`config.mk`:
```
export PLATFORM = sky130hd
export DESIGN_NAME = pcsr_regs
export DESIGN_NICKNAME = d
export VERILOG_FILES = /design/src/design/pcsr_pkg.sv /design/src/design/pcsr_regs.sv
export SDC_FILE = /design/constraint.sdc
export NUM_CORES = 1
export LEC_CHECK = 0
export ABC_AREA = 1
export BUFFER_PORTS_ARGS = -buffer_cell sky130_fd_sc_hd__buf_2
export CAP_MARGIN = 20
export CORE_MARGIN = 4
export CORE_UTILIZATION = 32
export CTS_CLUSTER_SIZE = 24
export DETAILED_ROUTE_END_ITERATION = 12
export MAX_ROUTING_LAYER = met4
export PLACE_DENSITY = 0.47
export SLEW_MARGIN = 20
export SYNTH_ARGS = -nofsm -noshare
export SYNTH_HDL_FRONTEND = slang
export SYNTH_SLANG_ARGS = --single-unit
```
`constraint.sdc`:
```
create_clock -name ref_clk_in -period 4.7 [get_ports ref_clk_in]
set_input_delay 0.235 -clock ref_clk_in [delete_from_list [all_inputs] [get_ports ref_clk_in]]
set_output_delay 0.235 -clock ref_clk_in [all_outputs]
set_load 0.05 [all_outputs]
```
`src/design/pcsr_pkg.sv`:
```
// Purpose: Constants for the pad configuration and link status registers
// Assumes: 8-bit register port, one 20 MHz clock
// Notes: Offsets are byte addresses on the plain register port

// ----------------------------------------------------------------
// Package
// ----------------------------------------------------------------
package pcsr_pkg;

	// Register port widths
	localparam int ADDR_W = 8;
	localparam int DATA_W = 8;

	// Register offsets
	localparam logic [7:0] OFS_GLOBAL_PAD9 = 8'h1A;
	localparam logic [7:0] OFS_FREQ_MEASURE = 8'h1B;
	localparam logic [7:0] OFS_LINK_STATUS = 8'h1C;
	localparam logic [7:0] OFS_PAD0_CONFIG = 8'h1D;
	localparam logic [7:0] OFS_PAD1_PAD2 = 8'h1E;
	localparam logic [7:0] OFS_IRQ_STATUS = 8'h30;
	localparam logic [7:0] OFS_IRQ_MASK = 8'h31;
	localparam logic [7:0] OFS_PORT_CTRL = 8'h32;
	localparam logic [7:0] OFS_PAD_LEVEL = 8'h33;

	// Global and pad 9 field positions
	localparam int GLB_OUT_BIT = 7;
	localparam int GLB_DIR_BIT = 5;
	localparam int GLB_EN_BIT = 4;
	localparam int P9_OUT_BIT = 3;
	localparam int P9_DIR_BIT = 1;
	localparam int P9_EN_BIT = 0;

	// Pad 0 field positions; revision sits in the top nibble
	localparam int P0_REV_LSB = 4;
	localparam int P0_OUT_BIT = 3;
	localparam int P0_REM_BIT = 2;
	localparam int P0_DIR_BIT = 1;
	localparam int P0_EN_BIT = 0;
	localparam logic [7:0] P0_WR_MASK = 8'h0F;

	// Status field positions
	localparam int ST_DUAL_BIT = 4;
	localparam int ST_AUDIO_BIT = 3;
	localparam int ST_LOCK_BIT = 0;

	// Interrupt event positions
	localparam int EV_MEAS_DONE = 0;
	localparam int EV_LOCK_CHG = 1;
	localparam int EV_AUDIO_CHG = 2;
	localparam logic [7:0] EV_MASK = 8'h07;

	// Port control field
	localparam int PC_SECOND_PORT_BIT = 0;

	// Reset values
	localparam logic [7:0] RST_REG = 8'h00;

	// Timing: oscillator tick and system clock period in ns
	localparam int OSC_PERIOD_NS = 40;
	localparam int CLK_FREQ_HZ = 20_000_000;
	localparam int CLK_PERIOD_NS = 1_000_000_000 / CLK_FREQ_HZ;
	localparam logic [15:0] CLK_STEP_NS = 16'(CLK_PERIOD_NS);
	localparam logic [7:0] OSC_MULT = 8'(OSC_PERIOD_NS);

	// Pad mode from the {direction, enable} pair
	typedef enum logic [1:0] {
		PCSR_FUNC_OUT,
		PCSR_TRISTATE,
		PCSR_GP_OUT,
		PCSR_GP_IN
	} pcsr_pad_mode_type;

endpackage : pcsr_pkg

```
`src/design/pcsr_regs.sv`:
```
// Purpose: Pad configuration, pixel clock measure and link status regs
// Assumes: Pixel clock below a quarter of ref_clk_in, sampled as a pin
// Notes: Read data is registered and valid the cycle after the strobe
`timescale 1ns/1ps

module pcsr_regs #(
	// Arbitrary revision value, not tied to any part
	parameter logic [3:0] SILICON_REVISION = 4'hA,
	parameter int COUNT_W = 8
) (
	input wire logic ref_clk_in,
	input wire logic rst_b_in,
	input wire logic [pcsr_pkg::ADDR_W-1:0] addr_in,
	input wire logic [pcsr_pkg::DATA_W-1:0] wr_data_in,
	input wire logic wr_strobe_in,
	input wire logic rd_strobe_in,
	output logic [pcsr_pkg::DATA_W-1:0] rd_data_out,
	output logic irq_out,
	input wire logic pix_clk_in,
	input wire logic lock_ch0_in,
	input wire logic lock_ch1_in,
	input wire logic dual_link_in,
	input wire logic audio_lock_in,
	input wire logic func_pad0_value_in,
	input wire logic func_sp_pad0_value_in,
	input wire logic func_pad9_value_in,
	input wire logic remote_pad0_value_in,
	input wire logic pad0_in,
	output logic pad0_out,
	output logic pad0_oe_out,
	input wire logic second_port_pad0_in,
	output logic second_port_pad0_out,
	output logic second_port_pad0_oe_out,
	input wire logic pad9_in,
	output logic pad9_out,
	output logic pad9_oe_out
);
	import pcsr_pkg::*;

	// ----------------------------------------------------------------
	// Functions
	// ----------------------------------------------------------------

	// Mode from a {direction, enable} pair
	function automatic pcsr_pad_mode_type decode_mode(input logic dir,
		input logic en);
		pcsr_pad_mode_type m;
		m = PCSR_FUNC_OUT;
		case ({dir, en})
			2'b00: m = PCSR_FUNC_OUT;
			2'b10: m = PCSR_TRISTATE;
			2'b01: m = PCSR_GP_OUT;
			default: m = PCSR_GP_IN;
		endcase
		return m;
	endfunction : decode_mode

	// Resolve one pad to {output enable, value}
	function automatic logic [1:0] resolve_pad(input logic ind_dir,
		input logic ind_en, input logic loc_val, input logic rem_en,
		input logic rem_val, input logic func_val, input logic g_dir,
		input logic g_en, input logic g_val);
		logic [1:0] r;
		pcsr_pad_mode_type m;
		r = 2'b00;
		m = PCSR_FUNC_OUT;
		if (rem_en) begin
			r = {1'b1, rem_val};
		end else if (ind_dir || ind_en) begin
			m = decode_mode(ind_dir, ind_en);
			case (m)
				PCSR_FUNC_OUT: r = {1'b1, func_val};
				PCSR_GP_OUT: r = {1'b1, loc_val};
				default: r = 2'b00;
			endcase
		end else begin
			m = decode_mode(g_dir, g_en);
			case (m)
				PCSR_FUNC_OUT: r = {1'b1, func_val};
				PCSR_GP_OUT: r = {1'b1, g_val};
				default: r = 2'b00;
			endcase
		end
		return r;
	endfunction : resolve_pad

	// ----------------------------------------------------------------
	// Input synchronisers
	// ----------------------------------------------------------------

	// Bit order of the synchronised pin group
	localparam int S_PIX = 0;
	localparam int S_LOCK0 = 1;
	localparam int S_LOCK1 = 2;
	localparam int S_DUAL = 3;
	localparam int S_AUDIO = 4;
	localparam int S_PAD0 = 5;
	localparam int S_SPPAD0 = 6;
	localparam int S_PAD9 = 7;

	logic [7:0] pins_raw;
	logic [7:0] sync_meta;
	logic [7:0] sync_pins;
	logic pix_prev;

	assign pins_raw = {pad9_in, second_port_pad0_in, pad0_in,
		audio_lock_in, dual_link_in, lock_ch1_in, lock_ch0_in, pix_clk_in};

	// Two stages; only the second stage feeds logic
	always_ff @(posedge ref_clk_in or negedge rst_b_in) begin
		if (!rst_b_in) begin
			sync_meta <= 8'h00;
			sync_pins <= 8'h00;
			pix_prev <= 1'b0;
		end else begin
			sync_meta <= pins_raw;
			sync_pins <= sync_meta;
			pix_prev <= sync_pins[S_PIX];
		end
	end

	// ----------------------------------------------------------------
	// Register storage and bus decode
	// ----------------------------------------------------------------

	logic [7:0] global_and_pad9_config;
	logic [3:0] pad0_config;
	logic [7:0] pad1_pad2_config;
	logic [7:0] irq_status;
	logic [7:0] irq_mask;
	logic second_port_select;

	wire wr_global = wr_strobe_in && (addr_in == OFS_GLOBAL_PAD9);
	wire wr_freq = wr_strobe_in && (addr_in == OFS_FREQ_MEASURE);
	wire wr_pad0 = wr_strobe_in && (addr_in == OFS_PAD0_CONFIG);
	wire wr_pad12 = wr_strobe_in && (addr_in == OFS_PAD1_PAD2);
	wire wr_istat = wr_strobe_in && (addr_in == OFS_IRQ_STATUS);
	wire wr_imask = wr_strobe_in && (addr_in == OFS_IRQ_MASK);
	wire wr_pctrl = wr_strobe_in && (addr_in == OFS_PORT_CTRL);

	// Configuration registers; reserved bits of the global byte store
	always_ff @(posedge ref_clk_in or negedge rst_b_in) begin
		if (!rst_b_in) begin
			global_and_pad9_config <= RST_REG;
			pad0_config <= 4'h0;
			pad1_pad2_config <= RST_REG;
			irq_mask <= RST_REG;
			second_port_select <= 1'b0;
		end else begin
			if (wr_global)
				global_and_pad9_config <= wr_data_in;
			if (wr_pad0)
				pad0_config <= wr_data_in[3:0] & P0_WR_MASK[3:0];
			if (wr_pad12)
				pad1_pad2_config <= wr_data_in;
			if (wr_imask)
				irq_mask <= wr_data_in & EV_MASK;
			if (wr_pctrl)
				second_port_select <= wr_data_in[PC_SECOND_PORT_BIT];
		end
	end

	// ----------------------------------------------------------------
	// Link status
	// ----------------------------------------------------------------

	logic link_lock_now;
	logic link_lock;
	logic audio_lock;
	logic dual_link;

	assign link_lock_now = sync_pins[S_DUAL] ?
		(sync_pins[S_LOCK0] && sync_pins[S_LOCK1]) : sync_pins[S_LOCK0];

	// Status flags held one stage so changes can raise events
	always_ff @(posedge ref_clk_in or negedge rst_b_in) begin
		if (!rst_b_in) begin
			link_lock <= 1'b0;
			audio_lock <= 1'b0;
			dual_link <= 1'b0;
		end else begin
			link_lock <= link_lock_now;
			audio_lock <= sync_pins[S_AUDIO];
			dual_link <= sync_pins[S_DUAL];
		end
	end

	// ----------------------------------------------------------------
	// Pixel clock frequency measurement
	// ----------------------------------------------------------------

	logic [COUNT_W-1:0] pix_count;
	logic [15:0] meas_target_ns;
	logic [15:0] meas_elapsed_ns;
	logic meas_busy;
	logic meas_done;
	wire pix_edge = sync_pins[S_PIX] && !pix_prev;
	wire [15:0] next_elapsed_ns = meas_elapsed_ns + CLK_STEP_NS;
	wire count_full = &pix_count;
	wire [15:0] wr_target_ns = 16'(wr_data_in) * 16'(OSC_MULT);

	// Elapsed time is kept in ns so the 40 ns tick needs no second clock
	always_ff @(posedge ref_clk_in or negedge rst_b_in) begin
		if (!rst_b_in) begin
			pix_count <= '0;
			meas_target_ns <= 16'h0000;
			meas_elapsed_ns <= 16'h0000;
			meas_busy <= 1'b0;
			meas_done <= 1'b0;
		end else begin
			meas_done <= 1'b0;
			if (wr_freq) begin
				pix_count <= '0;
				meas_target_ns <= wr_target_ns;
				meas_elapsed_ns <= 16'h0000;
				meas_busy <= (wr_data_in != 8'h00);
				meas_done <= (wr_data_in == 8'h00);
			end else if (meas_busy) begin
				if (pix_edge && !count_full)
					pix_count <= pix_count + 1'b1;
				meas_elapsed_ns <= next_elapsed_ns;
				if (next_elapsed_ns >= meas_target_ns) begin
					meas_busy <= 1'b0;
					meas_done <= 1'b1;
				end
			end
		end
	end

	// ----------------------------------------------------------------
	// Interrupt status and output
	// ----------------------------------------------------------------

	logic [7:0] events;
	logic audio_prev_valid;

	assign events = {5'b00000,
		(audio_lock != sync_pins[S_AUDIO]) && audio_prev_valid,
		(link_lock != link_lock_now) && audio_prev_valid,
		meas_done};

	// Set wins over a same-cycle write-one-to-clear
	always_ff @(posedge ref_clk_in or negedge rst_b_in) begin
		if (!rst_b_in) begin
			irq_status <= RST_REG;
			irq_out <= 1'b0;
			audio_prev_valid <= 1'b0;
		end else begin
			audio_prev_valid <= 1'b1;
			irq_status <= ((wr_istat ? (irq_status & ~wr_data_in) :
				irq_status) | events) & EV_MASK;
			irq_out <= |(irq_status & irq_mask);
		end
	end

	// ----------------------------------------------------------------
	// Pad control
	// ----------------------------------------------------------------

	wire g_dir = global_and_pad9_config[GLB_DIR_BIT];
	wire g_en = global_and_pad9_config[GLB_EN_BIT];
	wire g_val = global_and_pad9_config[GLB_OUT_BIT];
	logic [1:0] next_pad9;
	logic [1:0] cfg_pad0;
	logic [1:0] glob_pad0;
	logic [1:0] glob_sp_pad0;
	logic [1:0] next_pad0;
	logic [1:0] next_sp_pad0;

	assign next_pad9 = resolve_pad(global_and_pad9_config[P9_DIR_BIT],
		global_and_pad9_config[P9_EN_BIT],
		global_and_pad9_config[P9_OUT_BIT], 1'b0, 1'b0,
		func_pad9_value_in, g_dir, g_en, g_val);

	assign cfg_pad0 = resolve_pad(pad0_config[P0_DIR_BIT],
		pad0_config[P0_EN_BIT], pad0_config[P0_OUT_BIT],
		pad0_config[P0_REM_BIT], remote_pad0_value_in,
		second_port_select ? func_sp_pad0_value_in : func_pad0_value_in,
		g_dir, g_en, g_val);

	// Unselected pad follows only the global setting
	assign glob_pad0 = resolve_pad(1'b0, 1'b0, 1'b0, 1'b0, 1'b0,
		func_pad0_value_in, g_dir, g_en, g_val);
	assign glob_sp_pad0 = resolve_pad(1'b0, 1'b0, 1'b0, 1'b0, 1'b0,
		func_sp_pad0_value_in, g_dir, g_en, g_val);

	assign next_pad0 = second_port_select ? glob_pad0 : cfg_pad0;
	assign next_sp_pad0 = second_port_select ? cfg_pad0 : glob_sp_pad0;

	// Registered pad drivers; one cycle of latency after a config write
	always_ff @(posedge ref_clk_in or negedge rst_b_in) begin
		if (!rst_b_in) begin
			pad9_oe_out <= 1'b0;
			pad9_out <= 1'b0;
			pad0_oe_out <= 1'b0;
			pad0_out <= 1'b0;
			second_port_pad0_oe_out <= 1'b0;
			second_port_pad0_out <= 1'b0;
		end else begin
			{pad9_oe_out, pad9_out} <= next_pad9;
			{pad0_oe_out, pad0_out} <= next_pad0;
			{second_port_pad0_oe_out, second_port_pad0_out} <= next_sp_pad0;
		end
	end

	// ----------------------------------------------------------------
	// Read path
	// ----------------------------------------------------------------

	logic [7:0] status_byte;
	logic [7:0] pad0_byte;
	logic [7:0] level_byte;
	logic [7:0] next_rd_data;

	assign status_byte = {3'b000, dual_link, audio_lock, 2'b00, link_lock};
	assign pad0_byte = {SILICON_REVISION, pad0_config};
	assign level_byte = {4'h0, meas_busy, sync_pins[S_PAD9],
		sync_pins[S_SPPAD0], sync_pins[S_PAD0]};

	// Unmapped offsets read as zero
	always_comb begin
		next_rd_data = 8'h00;
		if (addr_in == OFS_GLOBAL_PAD9)
			next_rd_data = global_and_pad9_config;
		else if (addr_in == OFS_FREQ_MEASURE)
			next_rd_data = 8'(pix_count);
		else if (addr_in == OFS_LINK_STATUS)
			next_rd_data = status_byte;
		else if (addr_in == OFS_PAD0_CONFIG)
			next_rd_data = pad0_byte;
		else if (addr_in == OFS_PAD1_PAD2)
			next_rd_data = pad1_pad2_config;
		else if (addr_in == OFS_IRQ_STATUS)
			next_rd_data = irq_status;
		else if (addr_in == OFS_IRQ_MASK)
			next_rd_data = irq_mask;
		else if (addr_in == OFS_PORT_CTRL)
			next_rd_data = {7'h00, second_port_select};
		else if (addr_in == OFS_PAD_LEVEL)
			next_rd_data = level_byte;
	end

	// Data stands only in the cycle after the read strobe
	always_ff @(posedge ref_clk_in or negedge rst_b_in) begin
		if (!rst_b_in)
			rd_data_out <= 8'h00;
		else if (rd_strobe_in)
			rd_data_out <= next_rd_data;
		else
			rd_data_out <= 8'h00;
	end

endmodule : pcsr_regs

```
==> impl_metrics.ini <==
[outcome]
outcome = finished clean

[floorplanning]
die_h_um = 132
core-area_um2 = 15100
fp.dieW_um = 132
top_level_ports = 47
initial_core_util_pct = 32.4
rows = 45
dieArea_um2 = 17400

[clocking]
cts_tree = yes
post_cts_buffers = 0
htreeDepth = 3
clockRootBuffer = clkbuf_16
path_clk_slew_ns = 0.07
clock_path_buffers = 2
clock_latency_ns = 0.34
cts.sink_count = 99
cts_buffers = 9

[synthesis]
synth_top_cell_by_area = dfrtp_1
seq_area_frac_synth_pct = 50.4
synthTopCellsByArea = dfrtp_1 50%, nand2_1 10%, ha_1 6.4%, inv_1 6.0%, o21ai_0 5.6%
synth.top_cells.by_count = 133 x nand2_1, 99 x dfrtp_1, 78 x inv_1
syn_inst = 573
synth_flop_cell = dfrtp_1
yosysMostFrequentCell = nand2_1
mappedNetlistArea_um2 = 4910
synth_nets = 631
synth_edf_count = 0
yosysWarnings = 0
synth.distinct_cells = 40
netlist.area_leader.share_pct = 50.4
postSynth.asyncResetShare_pct = 100
ys_ff_latch = 99
avgSynthCellArea_um2 = 8.58

[timing]
worst_pin_slew_ns = 0.920
fmaxAchievable_ghz = 0.376
whs_ns = 0.0139
skew_ns = 0.00559
slew_viol_final = 0
min_period_ns = 2.66
hold_viol_final = 0
tns_ns = 0
rsz0062_at_grt = no
relSlewSlack_pct = 38.6
min_period_over_period_pct = 56.6
finalSetupViolations = 0

[critical_path]
critical_path_class = reg -> reg
startpoint_type = flop
cp_max_fo = 5
crit_path_end_kind = flop
cp_data_arrival_time_ns = 2.90
cp_data_required_time_ns = 4.94

[power_and_ir_drop]
ir_drop_uv = 163
total_leakage_power_nw = 2.86
p_per_area_nw_per_um2 = 379

[global_routing]
grt_pass1_vias = 3848
grt_pass1_wl_um = 19900
antenna_found_initial = 0
grt_max_degree = 73
track_usage_pct = 14.6
grt_overflow = 0

[placement]
place_area_um2 = 5350
portBuffers = 46
gp_congestion = 0.861
place_inst = 799
hpwl_um = 8640

[drt]
first_pass_iters = 4
avgViaCountPerCell = 4.75
final_antenna_net_count = 0
totalWireLength_um = 11700
vias = 3911
wl_per_cell_um = 14.2
drt_iter0_drc = 205
drc_errors = 0

[cells_and_area]
final_net_count = 688
area_delta_synth_final_pct = 17.0
fillCellCount = 1562
final_cell_area_um2 = 5750
layout-drive-gt1-share_pct = 12.4
instances_no_fill = 823
n_antenna_cell = 0

[worst_hold_path]
hp-class = in -> async

[flow_run]
max_cap_violations = 0
cell type report:
| cell class | count | area, um^2 | area share [%] |
|---|---|---|---|
| Multi-Input combinational cell | 387 | 2100 | 36.6 |
| Tap cell | 188 | 235 | 4.09 |
| Sequential cell | 99 | 2480 | 43.1 |
| Timing Repair Buffer | 55 | 320 | 5.57 |
| Inverter | 78 | 293 | 5.09 |
| Clock buffer | 10 | 229 | 3.98 |
| Clock inverter | 6 | 90.1 | 1.57 |
sequential cells by signal, indices dropped and copies added (netlist names), 3 cells and up:
name / flops
pix_count: 8
pad1_pad2_config: 8
sync_meta: 8
meas_elapsed_ns: 15
sync_pins: 8
meas_target_ns: 11
irq_status: 3
irq_mask: 3
rd_data_out: 8
global_and_pad9_config: 8
pad0_config: 4
timing repair:
item,4_1_cts,5_1_grt
endpoints found under the hold margin,8,0
gates resized for setup,0,0
setup endpoints to repair,0,0
hold buffers,8,0
kinds of logic (layout without fill, tap and decap cells):
group / count (synthesis) / after routing / synth area share [%]
AOI/OAI and AO/OA: 115 / 115 / 13.1
adders and majority gates: 26 / 26 / 6.77
other: 1 / 1 / 0.0763
buffers and inverters: 87 / 149 / 6.77
DFF: 99 / 99 / 50.4
and+or+nand+nor: 236 / 236 / 21.2
xor gates and xnor gates: 9 / 9 / 1.60
placed cells by master, fill, tap and decap left out, types with 6 or more instances in the layout:
master	count
o22ai_1	7
dlygate4sd3_1	8
o21ai_1	16
nand2_1	133
buf_2	45
xor2_1	6
inv_1	78
nand3_1	30
nor2_1	42
dfrtp_1	99
clkbuf_16	9
nand4_1	11
o21ai_0	55
ha_1	25
a21oi_1	17
power by group:
group          internal [mW]  switching, mW
registers              0.925         0.0614
logic                  0.138          0.260
clock network          0.468          0.327
path summary, 6_finish.rpt:
path	startpoint	end	slack (ns)	cells past startpoint
max in group asynchronous	rst_b_in	irq_mask[1]	3.76	2
min	rst_b_in	second_port_select	0.01	1
min in group ref_clk_in	func_pad9_value_in	pad9_out	0.15	3
min reg2reg	sync_meta[6]	sync_pins[6]	0.35	0
max reg2reg	meas_elapsed_ns[1]	meas_done	2.04	17
max	meas_elapsed_ns[1]	meas_done	2.04	17
worst max-delay path, cell delays in order (launching register included):
cell and delay, ns:
dfrtp_1 0.41, ha_1 0.20, nand2_1 0.08, nand2_1 0.11, nand2_2 0.08, nor2_1 0.16
nand3_1 0.14, nor2_1 0.15, xor2_1 0.20, inv_1 0.06, ha_1 0.30, a21o_1 0.18
nor2_1 0.09, nand2_1 0.07, nor2_2 0.12, nand3_1 0.07, nand2_1 0.09, inv_1 0.04
stage by stage:
step | setup WS [ns] | power [mW] | util (%)
2_1_floorplan | 2.35 | 1.26 | -
3_3_place_gp | 2.15 | 1.39 | 35.3
3_5_place_dp | 2.05 | 1.40 | 35.3
4_1_cts | 2.03 | 2.21 | 38.0
5_1_grt | 1.79 | 2.31 | 38.0
6_report | 2.04 | 2.18 | 38.0
layer usage:
metal	global-route usage, %	part of all wire [%]
met2	20.9	43
met4	5.48	1.9
met5	-	0
met3	2.90	3.0
met1	20.5	52
(Power assumes the default switching activity.)
